**config.mk**
```make
export PLATFORM = sky130hd
export DESIGN_NAME = rail_strobe_sequence_slots
export DESIGN_NICKNAME = d
export VERILOG_FILES = /design/src/design/rail_seq_pkg.sv /design/src/design/slot_match_if.sv /design/src/design/slot_match.sv /design/src/design/rail_strobe_sequence_slots.sv
export SDC_FILE = /design/constraint.sdc
export NUM_CORES = 1
export LEC_CHECK = 0
export ABC_AREA = 0
export ABC_CLOCK_PERIOD_IN_PS = 4750
export BUFFER_PORTS_ARGS = -buffer_cell sky130_fd_sc_hd__buf_2
export CORE_MARGIN = 2
export CORE_UTILIZATION = 56
export CTS_CLUSTER_SIZE = 20
export DETAILED_ROUTE_END_ITERATION = 6
export PLACE_DENSITY = 0.83
export SLEW_MARGIN = 20
export SYNTH_ARGS = -nofsm -noshare
export SYNTH_HDL_FRONTEND = slang
export SYNTH_SLANG_ARGS = --single-unit
```
**constraint.sdc**
```tcl
create_clock -name sys_clk -period 4.75 [get_ports sys_clk]
set_clock_uncertainty 0.15 [all_clocks]
set_input_delay 0.7125 -clock sys_clk [delete_from_list [all_inputs] [get_ports sys_clk]]
set_output_delay 0.7125 -clock sys_clk [all_outputs]
set_load 0.05 [all_outputs]
```
**src/design/rail_seq_pkg.sv**
```systemverilog
// Constants, types and slot decoding shared by the rail strobe slot logic
package rail_seq_pkg;

    // ------------------------------------------------------------
    // Register map
    // ------------------------------------------------------------
    localparam logic [7:0] BACKUP_SLOT_ADDR  = 8'h24;
    localparam logic [7:0] SWREG_SLOT_ADDR   = 8'h25;
    localparam logic [7:0] BACKUP_SLOT_RESET = 8'h12;
    localparam logic [7:0] SWREG_SLOT_RESET  = 8'h63;
    // Reserved bits 7-6 and 3-2 of the backup register read as zero
    localparam logic [7:0] BACKUP_SLOT_MASK  = 8'h33;

    // ------------------------------------------------------------
    // Field positions
    // ------------------------------------------------------------
    localparam int RAIL_A_LSB   = 0;
    localparam int RAIL_B_LSB   = 4;
    localparam int REG_LSB      = 0;
    localparam int SWITCH_LSB   = 4;
    localparam int NARROW_WIDTH = 2;
    localparam int WIDE_WIDTH   = 4;

    // ------------------------------------------------------------
    // Rails and strobes
    // ------------------------------------------------------------
    localparam int         NUM_RAILS        = 4;
    localparam int         RAIL_BUCK_A      = 0;
    localparam int         RAIL_BUCK_B      = 1;
    localparam int         RAIL_SWITCH      = 2;
    localparam int         RAIL_REG         = 3;
    localparam logic [3:0] BACKUP_RAIL_MASK = 4'h3;
    localparam logic [3:0] WIDE_RAIL_MASK   = 4'hc;
    localparam logic [3:0] RAIL_EN_RESET    = 4'h0;
    localparam logic [3:0] STROBE_NONE      = 4'h0;
    localparam logic [3:0] STROBE_FIRST     = 4'h1;
    localparam logic [3:0] STROBE_SECOND    = 4'h2;
    localparam logic [3:0] STROBE_WIDE_MIN  = 4'h3;
    localparam logic [3:0] STROBE_WIDE_MAX  = 4'ha;

    typedef enum logic [1:0] {
        ST_IDLE  = 2'b01,
        ST_APPLY = 2'b10
    } seq_state_e;

    // Strobe at which a slot code enables its rail, STROBE_NONE when unsequenced
    function automatic logic [3:0] slot_strobe(input logic [3:0] code, input logic wide);
        logic [3:0] s;
        s = STROBE_NONE;
        if (wide) begin
            if (code >= STROBE_WIDE_MIN && code <= STROBE_WIDE_MAX) begin
                s = code;
            end
        end else if (code == STROBE_FIRST || code == STROBE_SECOND) begin
            s = code;
        end
        return s;
    endfunction

endpackage

```
**src/design/slot_match_if.sv**
```systemverilog
// Carrier between the sequencer and its slot decoder
`timescale 1ns/100ps
interface slot_match_if #(
    parameter int N = 4
);
    logic [3:0]   code [N];
    logic [3:0]   strobe;
    logic [N-1:0] match;

    modport seq (output code, output strobe, input match);
    modport dec (input code, input strobe, output match);
endinterface

```
**src/design/slot_match.sv**
```systemverilog
// Per-rail comparison of slot codes against the strobe being executed
`timescale 1ns/100ps
module slot_match #(
    parameter int         N         = 4,
    parameter logic [3:0] WIDE_MASK = rail_seq_pkg::WIDE_RAIL_MASK
) (
    slot_match_if.dec mi
);

    // ------------------------------------------------------------
    // Decoders
    // ------------------------------------------------------------
    for (genvar i = 0; i < N; i++) begin : g_rail
        assign mi.match[i] = (mi.strobe != rail_seq_pkg::STROBE_NONE) &&
                             (rail_seq_pkg::slot_strobe(mi.code[i], WIDE_MASK[i]) == mi.strobe);
    end

endmodule

```
**src/design/rail_strobe_sequence_slots.sv**
```systemverilog
// Strobe slot registers and rail enable sequencing for backup bucks, switch and regulator
//
// Functional notes
// - Backup rail B slot bits 5-4: 1h strobe 1, 2h strobe 2, else unsequenced.
// - Backup rail A slot bits 1-0 decoded identically; 0h and 3h unsequenced.
// - Strobes 1 and 2 run only while freshness seal flag is 0.
// - With seal broken, sequencer never disables either backup buck rail.
// - Switch slot bits 7-4: codes 3h-Ah mean strobes 3-10, others unsequenced.
// - Backup slot register at 0x24, reset 0x12.
// - Switch and regulator slot register at 0x25, reset 0x63.
// - Unsequenced rails are neither enabled nor disabled by any strobe.
`timescale 1ns/100ps
module rail_strobe_sequence_slots (
    input  wire logic       sys_clk,
    input  wire logic       rst_b,
    input  wire logic       reg_wr_en,
    input  wire logic       reg_rd_en,
    input  wire logic [7:0] reg_addr,
    input  wire logic [7:0] reg_wdata,
    output logic      [7:0] reg_rdata,
    output logic            reg_rd_valid,
    output logic            reg_addr_err,
    input  wire logic       strobe_valid,
    input  wire logic [3:0] strobe_num,
    input  wire logic       strobe_up,
    input  wire logic       freshness_seal_flag,
    output logic            backup_buck_a_en,
    output logic            backup_buck_b_en,
    output logic            low_voltage_switch_en,
    output logic            linear_regulator_en
);

    // ------------------------------------------------------------
    // Declarations
    // ------------------------------------------------------------
    logic [7:0]               backup_slot_r;
    logic [7:0]               backup_slot_nxt;
    logic [7:0]               swreg_slot_r;
    logic [7:0]               swreg_slot_nxt;
    logic [7:0]               rdata_r;
    logic [7:0]               rdata_nxt;
    logic                     rd_valid_r;
    logic                     rd_valid_nxt;
    logic                     addr_err_r;
    logic                     addr_err_nxt;
    rail_seq_pkg::seq_state_e state_r;
    rail_seq_pkg::seq_state_e state_nxt;
    logic [3:0]               strobe_num_r;
    logic [3:0]               strobe_num_nxt;
    logic                     strobe_up_r;
    logic                     strobe_up_nxt;
    logic [3:0]               rail_en_r;
    logic [3:0]               rail_en_nxt;
    logic                     backup_strobe;

    slot_match_if #(.N(rail_seq_pkg::NUM_RAILS)) mi ();

    // ------------------------------------------------------------
    // Slot decoding
    // ------------------------------------------------------------
    assign mi.code[rail_seq_pkg::RAIL_BUCK_A] = {2'h0, backup_slot_r[rail_seq_pkg::RAIL_A_LSB +: 2]};
    assign mi.code[rail_seq_pkg::RAIL_BUCK_B] = {2'h0, backup_slot_r[rail_seq_pkg::RAIL_B_LSB +: 2]};
    assign mi.code[rail_seq_pkg::RAIL_SWITCH] = swreg_slot_r[rail_seq_pkg::SWITCH_LSB +: 4];
    assign mi.code[rail_seq_pkg::RAIL_REG]    = swreg_slot_r[rail_seq_pkg::REG_LSB +: 4];
    assign mi.strobe                          = (state_r == rail_seq_pkg::ST_APPLY) ?
                                                strobe_num_r : rail_seq_pkg::STROBE_NONE;

    slot_match #(
        .N         (rail_seq_pkg::NUM_RAILS),
        .WIDE_MASK (rail_seq_pkg::WIDE_RAIL_MASK)
    ) u_match (
        .mi (mi.dec)
    );

    // ------------------------------------------------------------
    // Register port
    // ------------------------------------------------------------
    // Read data lands one cycle after the request; a write and read of the same
    // register in one cycle returns the old value.
    always_comb begin
        backup_slot_nxt = backup_slot_r;
        swreg_slot_nxt  = swreg_slot_r;
        rdata_nxt       = rdata_r;
        rd_valid_nxt    = reg_rd_en;
        addr_err_nxt    = 1'b0;
        if (reg_addr == rail_seq_pkg::BACKUP_SLOT_ADDR) begin
            if (reg_wr_en) begin
                backup_slot_nxt = reg_wdata & rail_seq_pkg::BACKUP_SLOT_MASK;
            end
            if (reg_rd_en) begin
                rdata_nxt = backup_slot_r;
            end
        end else if (reg_addr == rail_seq_pkg::SWREG_SLOT_ADDR) begin
            if (reg_wr_en) begin
                swreg_slot_nxt = reg_wdata;
            end
            if (reg_rd_en) begin
                rdata_nxt = swreg_slot_r;
            end
        end else begin
            addr_err_nxt = reg_wr_en | reg_rd_en;
            if (reg_rd_en) begin
                rdata_nxt = 8'h00;
            end
        end
    end

    always_ff @(posedge sys_clk) begin
        if (!rst_b) begin
            backup_slot_r <= rail_seq_pkg::BACKUP_SLOT_RESET;
            swreg_slot_r  <= rail_seq_pkg::SWREG_SLOT_RESET;
            rdata_r       <= 8'h00;
            rd_valid_r    <= 1'b0;
            addr_err_r    <= 1'b0;
        end else begin
            backup_slot_r <= backup_slot_nxt;
            swreg_slot_r  <= swreg_slot_nxt;
            rdata_r       <= rdata_nxt;
            rd_valid_r    <= rd_valid_nxt;
            addr_err_r    <= addr_err_nxt;
        end
    end

    // ------------------------------------------------------------
    // Strobe sequencer
    // ------------------------------------------------------------
    // A strobe is latched in IDLE and applied in the next cycle, so slot
    // writes landing with the strobe are already in effect. Strobes offered
    // during APPLY are dropped; the core spaces them by at least two cycles.
    assign backup_strobe = (strobe_num_r == rail_seq_pkg::STROBE_FIRST) ||
                           (strobe_num_r == rail_seq_pkg::STROBE_SECOND);

    always_comb begin
        state_nxt      = state_r;
        strobe_num_nxt = strobe_num_r;
        strobe_up_nxt  = strobe_up_r;
        rail_en_nxt    = rail_en_r;
        case (state_r)
            rail_seq_pkg::ST_IDLE: begin
                if (strobe_valid) begin
                    strobe_num_nxt = strobe_num;
                    strobe_up_nxt  = strobe_up;
                    state_nxt      = rail_seq_pkg::ST_APPLY;
                end
            end
            rail_seq_pkg::ST_APPLY: begin
                state_nxt = rail_seq_pkg::ST_IDLE;
                if (!(freshness_seal_flag && backup_strobe)) begin
                    for (int i = 0; i < rail_seq_pkg::NUM_RAILS; i++) begin
                        if (mi.match[i]) begin
                            if (strobe_up_r) begin
                                rail_en_nxt[i] = 1'b1;
                            end else if (!(freshness_seal_flag && rail_seq_pkg::BACKUP_RAIL_MASK[i])) begin
                                rail_en_nxt[i] = 1'b0;
                            end
                        end
                    end
                end
            end
            default: begin
                state_nxt = rail_seq_pkg::ST_IDLE;
            end
        endcase
    end

    always_ff @(posedge sys_clk) begin
        if (!rst_b) begin
            state_r      <= rail_seq_pkg::ST_IDLE;
            strobe_num_r <= rail_seq_pkg::STROBE_NONE;
            strobe_up_r  <= 1'b0;
            rail_en_r    <= rail_seq_pkg::RAIL_EN_RESET;
        end else begin
            state_r      <= state_nxt;
            strobe_num_r <= strobe_num_nxt;
            strobe_up_r  <= strobe_up_nxt;
            rail_en_r    <= rail_en_nxt;
        end
    end

    // ------------------------------------------------------------
    // Outputs
    // ------------------------------------------------------------
    assign reg_rdata             = rdata_r;
    assign reg_rd_valid          = rd_valid_r;
    assign reg_addr_err          = addr_err_r;
    assign backup_buck_a_en      = rail_en_r[rail_seq_pkg::RAIL_BUCK_A];
    assign backup_buck_b_en      = rail_en_r[rail_seq_pkg::RAIL_BUCK_B];
    assign low_voltage_switch_en = rail_en_r[rail_seq_pkg::RAIL_SWITCH];
    assign linear_regulator_en   = rail_en_r[rail_seq_pkg::RAIL_REG];
endmodule

```
After elaboration in Yosys (flattened, before gate mapping)
Cells that the tools add are included.
Widths: inputs -> output; s select.

storage, ports and cells
  register bits = 33
  input port bits = 27
  word-level logic and storage cells = 68

cells by class
  bitwise operators = 4
  reduce and logical (&&, ||, !) cells = 20
  equal/unequal tests = 15
  muxes and demuxes = 13
  order comparisons = 4

operator list
  operator            count
  $mux 8              5
  $eq 8x6->1 const B  2
  $mux 4              3
  $reduce_and 3->1    3
  $eq 2x4->1          2
  $eq 4x4->1          2
  $ge 4x2->1 const B  2
  $le 4x4->1 const B  2
  $reduce_and 4->1    2
  $logic_and 1x1->1   7
  $eq 2x1->1 const B  3
  $eq 2x2->1 const B  3
  $reduce_and 2->1    3
  $eq 4x1->1 const B  1
  $eq 4x2->1 const B  1
  $mux 2              2
  $reduce_bool 4->1   1
  $logic_or 1x1->1    3
  $mux 1              3
  $not 1->1           3
  $reduce_or 3->1     1
  $ne 2x1->1 const B  1
  $or 1x1->1          1

Logic depth before layout (Yosys ltp)
Gate-level depths: netlist of run 1.

  depth in word-level cells = 6
  gate-level depth with buffers = 6
  depth with buffers taken out = 5

Hierarchy
A second synthesis of run 1 with hierarchy kept.

unflattened totals
  cells, all modules = 194
  area, all modules = 1725.4 µm²

modules (own cells, without submodules)
  module                      cells each  area each (µm²)  seq. area each (µm²)  times used
  rail_strobe_sequence_slots  140         1382.6           660.6                 1
  slot_match                  54          342.8            0.0                   1

Least setup slack after synthesis of run 1
Ideal clock, no wire load.

  path type = input to register
  start point = input port reg_addr[7]
  end point = register swreg_slot_r[0]
  path slack = 2.724 ns
  stages = 5
  library setup time = 0.128 ns
  arrival time = 1.748 ns
  path buffers = 0
  required time = 4.472 ns
  cells stage by stage = or3_1 -> nor2_1 -> nand3_2 -> mux2i_1 -> nand2_1

between the ends
  longest elaborated chain between the ends = 3

ends and longest elaborated chain
  element                              RTL line                           RTL
  start, declared                      rail_strobe_sequence_slots.sv:18   input wire logic [7:0] reg_addr,
  $eq 8x6->1                           rail_strobe_sequence_slots.sv:86   if (reg_addr == rail_seq_pkg::BACKUP_SLOT_ADDR) begin
  $not 1->1 (no source line)           n/a
  $reduce_and 3->1 (no source line) *  n/a
  end signal, assigned                 rail_strobe_sequence_slots.sv:111  swreg_slot_r <= rail_seq_pkg::SWREG_SLOT_RESET;
  end signal, assigned                 rail_strobe_sequence_slots.sv:117  swreg_slot_r <= swreg_slot_nxt;
  end, declared                        rail_strobe_sequence_slots.sv:38   logic [7:0] swreg_slot_r;

Every way passes the cells marked *; elsewhere a longest branch is shown, timed or not.
A chain may end at the register's enable or synchronous reset.

Worst setup path after layout of run 1
  start point = register strobe_num_r[1]
  end point = register rail_en_r[0]

between the ends
  longest elaborated chain between the ends = 5

ends and longest elaborated chain
  element                                          RTL line                                                              RTL
  start, declared                                  rail_strobe_sequence_slots.sv:48                                      logic [3:0] strobe_num_r;
  start signal, assigned                           rail_strobe_sequence_slots.sv:169                                     strobe_num_r <= rail_seq_pkg::STROBE_NONE;
  start signal, assigned                           rail_strobe_sequence_slots.sv:174                                     strobe_num_r <= strobe_num_nxt;
  $eq 4x1->1 / $eq 4x2->1 (equally long branches)  rail_strobe_sequence_slots.sv:130, rail_strobe_sequence_slots.sv:131
  $logic_or 1x1->1                                 rail_strobe_sequence_slots.sv:130                                     assign backup_strobe = (strobe_num_r == rail_seq_pkg::STROBE_FIRST) ||
  $logic_and 1x1->1                                rail_strobe_sequence_slots.sv:148                                     if (!(freshness_seal_flag && backup_strobe)) begin
  $not 1->1 (no source line)                       n/a
  $reduce_and 4->1 (no source line) *              n/a
  end signal, assigned                             rail_strobe_sequence_slots.sv:171                                     rail_en_r <= rail_seq_pkg::RAIL_EN_RESET;
  end signal, assigned                             rail_strobe_sequence_slots.sv:176                                     rail_en_r <= rail_en_nxt;
  end, declared                                    rail_strobe_sequence_slots.sv:52                                      logic [3:0] rail_en_r;

Marked as above.

==> run metrics, run 1 <==
status finished, final reports clean; CTS buffer count 5; PwrDens ~260 nW/µm²; CP Launch Type register; CP Max Fanout 12; CTS tree yes; Final Hold Viols 0; H-tree depth 2; Worst Max-Slew Pin Slew 0.677 ns; vias in the first global route between 1k and 1.5k; nets between 200 and 300; Cell variety after synth 44; final setup fails 0; Pins Over Slew Limit 0; area grow syn2layout 14.0%; Worst setup EP type register; peak supply drop 0.258 mV; Die ar. 3380 µm²; DP Area 1820 µm²; Max Cap Viol 0; Fmax 504 MHz; Lkg Pwr 0.850 nW; Hold Crit Class register to register; Chip Height 58.1 µm; via count 1,468; synth warn 0; Power Total 490 µW; Fillers approximately 250; RD Place Congestion approximately 0.80; Yosys reg bits 33; EDFF count, synth 0; worst skew pair latency 0.34 ns; critical path type register to register; I/O Pins 41; Worst Path Arrival roughly 2.1 ns; WL final 3.48 mm; cells after synthesis 190; floorplan row count 19; Final TNS setup 0 ns; most common cell after layout, fill and taps aside buf_2; mean post-synth cell area 8.64 µm²; most frequent cells in the layout buf_2, dfxtp_1, nor2_1; prevailing post-synth register cell dfxtp_1; DP HPWL 2.55 mm; Setup Buffers After CTS 0; Reg clk slew, reported paths 0.10 ns; layout cells sized above 1 a little under a quarter; Remaining Overflow, GRT 0; drc violations 0; die span in x 58.1 µm; largest net degree at the start of global routing 23; Mapped Nets ~220; Avg Vias per Cell 5.73; post-route ant nets 0; Clock Tree Root clkbuf_4; Post-CTS Hold Fix Bufs 0; clock sinks 33; drt wl/cell 13.6 µm; Initial DRT Pass Iterations 4; initial DRC count a little under 60; Initial Util 59.0%; initial antenna violation count 0; Seq/Total Area, Yosys 40.2%; all-layer global routing usage 22.9%; Core Region 2780 µm²; final instance area 1870 µm²; Post-CTS Resized 0; first-pass GRT wire length about 5.9 mm; antenna diode instance count 0; IO buf count 40; mapped cell area 1640 µm²; maximum buffer depth of the clock tree 2; async set-or-reset flop fraction in the synthesized netlist 0%; final core occ 67.3%; RSZ-0062 raised after global routing false; Max-Slew Margin vs Limit 54.8%; Final period util a little over two fifths; final critical-path required period around 2.0 ns; WP data required 4.87 ns
-- state kept, by name (all words and copies together), names as in the netlist --
signal	count
state_r	2
backup_slot_r	4
reg_rd_valid	1
swreg_slot_r	8
reg_rdata	8
reg_addr_err	1
strobe_up_r	1
rail_en_r	4
strobe_num_r	4
-- area by class of cell --
class / count / area [µm²] / area share, %
Sequential cell: 33 / 661 / 35.3
Multi-Input combinational cell: 141 / 910 / 48.6
Clock inverter: 2 / 10.0 / 0.535
Tap cell: 31 / 38.8 / 2.07
Timing Repair Buffer: 40 / 200 / 10.7
Clock buffer: 6 / 41.3 / 2.21
Inverter: 3 / 11.3 / 0.602
-- critical path: stages, from the launching register on --
cell and delay (ns):
dfxtp_1 0.57, or4bb_1 0.54, o31ai_2 0.08, a31oi_1 0.08, or3b_1 0.38, a21oi_1 0.12
-- report_power, final --
part           leakage, nW  internal, mW  switching, mW
Clock               0.0320        0.0563         0.0953
Sequential           0.268         0.282        0.00851
Combinational        0.550        0.0214         0.0269
-- cells by family after synthesis --
kind of cell | Yosys count | synth area share, %
AND/OR/NAND/NOR | 80 | 26.3
flip-flops | 33 | 40.2
XOR/XNOR | 4 | 2.13
AO/OA/AOI/OAI | 40 | 16.6
buffers and inverters | 16 | 4.34
multiplexers | 17 | 10.4
-- through the flow --
| stage | hold WS (ns) | setup WS, ns | cells |
|---|---|---|---|
| 6_report | 0.322 | 2.76 | 256 |
| 5_1_grt | 0.349 | 2.65 | 256 |
| 4_1_cts | 0.322 | 2.76 | 256 |
| 3_5_place_dp | 0.306 | 2.48 | 248 |
| 3_3_place_gp | 0.302 | 2.54 | 248 |
| 2_1_floorplan | 0.309 | 2.72 | 190 |
-- layer usage --
metal	GRT usage (%)	up-vias	part of all wire, %
met5	0	-	0
li1	-	745	-
met2	35.9	44	46
met3	6.92	8	6.8
met4	9.97	0	1.9
met1	29.3	671	46
-- final timing paths --
check / start / to / slack [ns] / depth (start not counted)
max reg2reg: strobe_num_r[1] / rail_en_r[0] / 2.76 / 5
min: reg_rdata[0] / reg_rdata[0] / 0.32 / 2
min reg2reg: reg_rdata[0] / reg_rdata[0] / 0.32 / 2
max: strobe_num_r[1] / rail_en_r[0] / 2.76 / 5
-- cells in the mapped netlist (2+ instances only) --
cell / number / area (µm²)
a21o_1: 2 / 15.0
a21oi_1: 14 / 70.1
a31oi_1: 3 / 18.8
a32oi_1: 4 / 35.0
and2_1: 2 / 12.5
and3_1: 2 / 12.5
buf_2: 3 / 15.0
clkbuf_1: 9 / 33.8
dfxtp_1: 33 / 661
inv_1: 3 / 11.3
mux2i_1: 17 / 170
nand2_1: 16 / 60.1
nand2b_1: 8 / 50.1
nand3_1: 7 / 35.0
nand3b_1: 2 / 15.0
nor2_1: 21 / 78.8
nor2b_1: 6 / 37.5
nor3_1: 2 / 10.0
o211ai_1: 2 / 15.0
o21ai_0: 5 / 25.0
or2_1: 2 / 12.5
or3_1: 3 / 18.8
xnor2_1: 2 / 17.5
xor2_1: 2 / 17.5
Power figures use the tool's default switching activity.
==> inputs of run 2 (changes only) <==
--- a/config.mk
+++ b/config.mk
@@ -6,13 +6,13 @@
 export NUM_CORES = 1
 export LEC_CHECK = 0
 export ABC_AREA = 0
-export ABC_CLOCK_PERIOD_IN_PS = 4750
+export ABC_CLOCK_PERIOD_IN_PS = 2000
 export BUFFER_PORTS_ARGS = -buffer_cell sky130_fd_sc_hd__buf_2
 export CORE_MARGIN = 2
-export CORE_UTILIZATION = 56
+export CORE_UTILIZATION = 52
 export CTS_CLUSTER_SIZE = 20
 export DETAILED_ROUTE_END_ITERATION = 6
-export PLACE_DENSITY = 0.83
+export PLACE_DENSITY = 0.78
 export SLEW_MARGIN = 20
 export SYNTH_ARGS = -nofsm -noshare
 export SYNTH_HDL_FRONTEND = slang
==> constraint.sdc (replaced) <==
create_clock -name sys_clk -period 2 [get_ports sys_clk]
set_clock_uncertainty 0.15 [all_clocks]
set_input_delay 0.3 -clock sys_clk [delete_from_list [all_inputs] [get_ports sys_clk]]
set_output_delay 0.3 -clock sys_clk [all_outputs]
set_load 0.05 [all_outputs]
==> run metrics, run 2 (synthesized netlist as in run 1, its figures left out) <==
Final period util 89.4% (+48 points); sequential fraction of design power 55.5% (-3.7 points); vias in the first global route 1,261 (-5.9%); initial DRC count 45 (-24%); buffers and inverters on the worst path 0 (unchanged); Post-CTS Hold Fix Bufs 0 (unchanged); CP Launch Type register; Clock Tree Root clkbuf_4; floorplan row count 20 (+1); post-route ant nets 0 (unchanged); Gate power share 9.9% (about the same); worst skew pair latency 0.34 ns (about the same); layout cells sized above 1 25.3% (+2.2 points); Reg clk slew, reported paths 0.10 ns (about the same); final instance area 1940 µm² (+3.5%); area grow syn2layout 18.1%; IO buf count 40 (unchanged); RSZ-0062 raised after global routing false; drc violations 0 (unchanged); final critical-path required period 1.79 ns (-0.199 ns); all-layer global routing usage 22.4% (-0.59 points); Max Cap Viol 0 (unchanged); Sw Share 24.8% (-1.9 points); critical path type register to register; most frequent cells in the layout buf_2, dfxtp_1, nor2_1; Initial DRT Pass Iterations 4 (unchanged); clock sinks 33 (unchanged); Max-Slew Margin vs Limit 74.5% (+20 points); Reg area 662 µm² (+0.19%); WL final 3.36 mm (-3.6%); die span in x 60.2 µm (+3.5%); CP max-delay cell or4bb_1; CTS tree yes; via count 1,461 (-0.48%); Initial Util 54.2% (-4.8 points); Power Total 1.23 mW (+150%); Final Hold Viols 0 (unchanged); largest net degree at the start of global routing 23 (unchanged); initial antenna violation count 0 (unchanged); Lkg Pwr 0.880 nW (+3.6%); CP Max Fanout 6 (-6); Avg Vias per Cell 5.35 (-6.7%); Worst Path Arrival 1.92 ns (-0.18 ns); drt wl/cell 12.3 µm (-9.6%); Core Region 3030 µm² (+8.9%); Worst setup EP type register; Final TNS setup 0 ns (unchanged); DP Area 1870 µm² (+2.5%); Remaining Overflow, GRT 0 (unchanged); Int Power 928 µW (+160%); Fmax 560 MHz (+11%); sequence of cells on the critical path or4bb_1 > o31ai_2 > a31oi_1 > or3b_1 > a21oi_1; DP HPWL 2.48 mm (-2.9%); H-tree depth 2 (unchanged); WP data required 2.13 ns (-2.74 ns); PwrDens 636 nW/µm² (+140%); Worst Max-Slew Pin Slew 0.381 ns (-0.296 ns); Setup Buffers After CTS 0 (unchanged); peak supply drop 0.398 mV (+54%); Die ar. 3620 µm² (+7.2%); RD Place Congestion 0.828 (+3.3%); Fillers 266 (+5.1%); Pins Over Slew Limit 0 (unchanged); clock share of power 34.6% (+3.7 points); final setup fails 0 (unchanged); nets 255 (+1.6%); max incr delay on CP 0.52 ns (-0.05 ns); antenna diode instance count 0 (unchanged); Hold Crit Class primary input to register; maximum buffer depth of the clock tree 2 (unchanged); area of the multi-input gates 910 µm² (unchanged); status finished, final reports clean; P_sw 305 µW (+130%); I/O Pins 41 (unchanged); most common cell after layout, fill and taps aside buf_2; CTS buffer count 5 (unchanged); Chip Height 60.2 µm (+3.5%); first-pass GRT wire length 5.86 mm (+0.12%); Largest delay share family, worst path simple AND/OR/NAND/NOR gates
run 2: changes by cell type in the layout (fill, tap and decap cells not counted):
cell      previous run  this run
dfxtp_2              0         1
clkinv_2             2         1
dfxtp_1             33        32
clkbuf_1             1         0
clkbuf_8             0         2
buf_4                0         4
run 2: worst min-delay path: cells and delay by family:
kind,cells,cell delay (ns)
buffers and inverters,1,0.08
muxes,1,0.05
and+or+nand+nor,1,0.05
run 2: path summary, 6_finish.rpt:
| kind | startpoint | to | slack, ns | cells past startpoint |
|---|---|---|---|---|
| min | reg_wdata[6] | swreg_slot_r[6] | 0.02 | 3 |
| max | strobe_num_r[1] | rail_en_r[0] | 0.21 | 5 |
| min reg2reg | rail_en_r[3] | rail_en_r[3] | 0.32 | 2 |
| max reg2reg | strobe_num_r[1] | rail_en_r[0] | 0.21 | 5 |
run 2: cell type report:
class,count,area share (%)
Timing Repair Buffer,44,11.9
Clock buffer,7,3.36
Sequential cell,33,34.2
Inverter,3,0.581
Clock inverter,1,0.258
Multi-Input combinational cell,141,46.9
Tap cell,44,2.84
run 2: what timing repair did:
| action | 4_1_cts | 5_1_grt |
|---|---|---|
| setup endpoints to repair | 0 | 1 |
| endpoints found under the hold margin | 0 | 0 |
| resized for setup | 0 | 1 |
run 2: per-layer routing:
metal | vias to the layer above | share of wire (%) | routed length (µm) | track usage, %
met5 | - | 0 | 0 | 0
met4 | 0 | 2.3 | 76 | 11.4
met3 | 8 | 4.5 | 151 | 5.84
met2 | 31 | 46 | 1530 | 34.2
met1 | 671 | 48 | 1600 | 28.8
li1 | 751 | - | - | -
run 2: per-stage QoR:
step	utilization, %	setup WS [ns]	instances	hold WS, ns
floorplan	-	0.344	190	0.275
global placement	61.7	0.144	265	0.301
detailed placement	61.7	0.120	265	0.301
CTS	64.0	0.0968	273	0.0147
global route	64.0	0.112	273	0.0306
finish	64.0	0.213	273	0.0188
run 2: power groups by stage:
stage,registers (mW),clock network [mW],logic [mW]
floorplan,0.699,0,0.0783
global placement,0.699,0,0.121
detailed placement,0.700,0,0.123
CTS,0.684,0.434,0.123
global route,0.687,0.464,0.137
finish,0.684,0.426,0.123
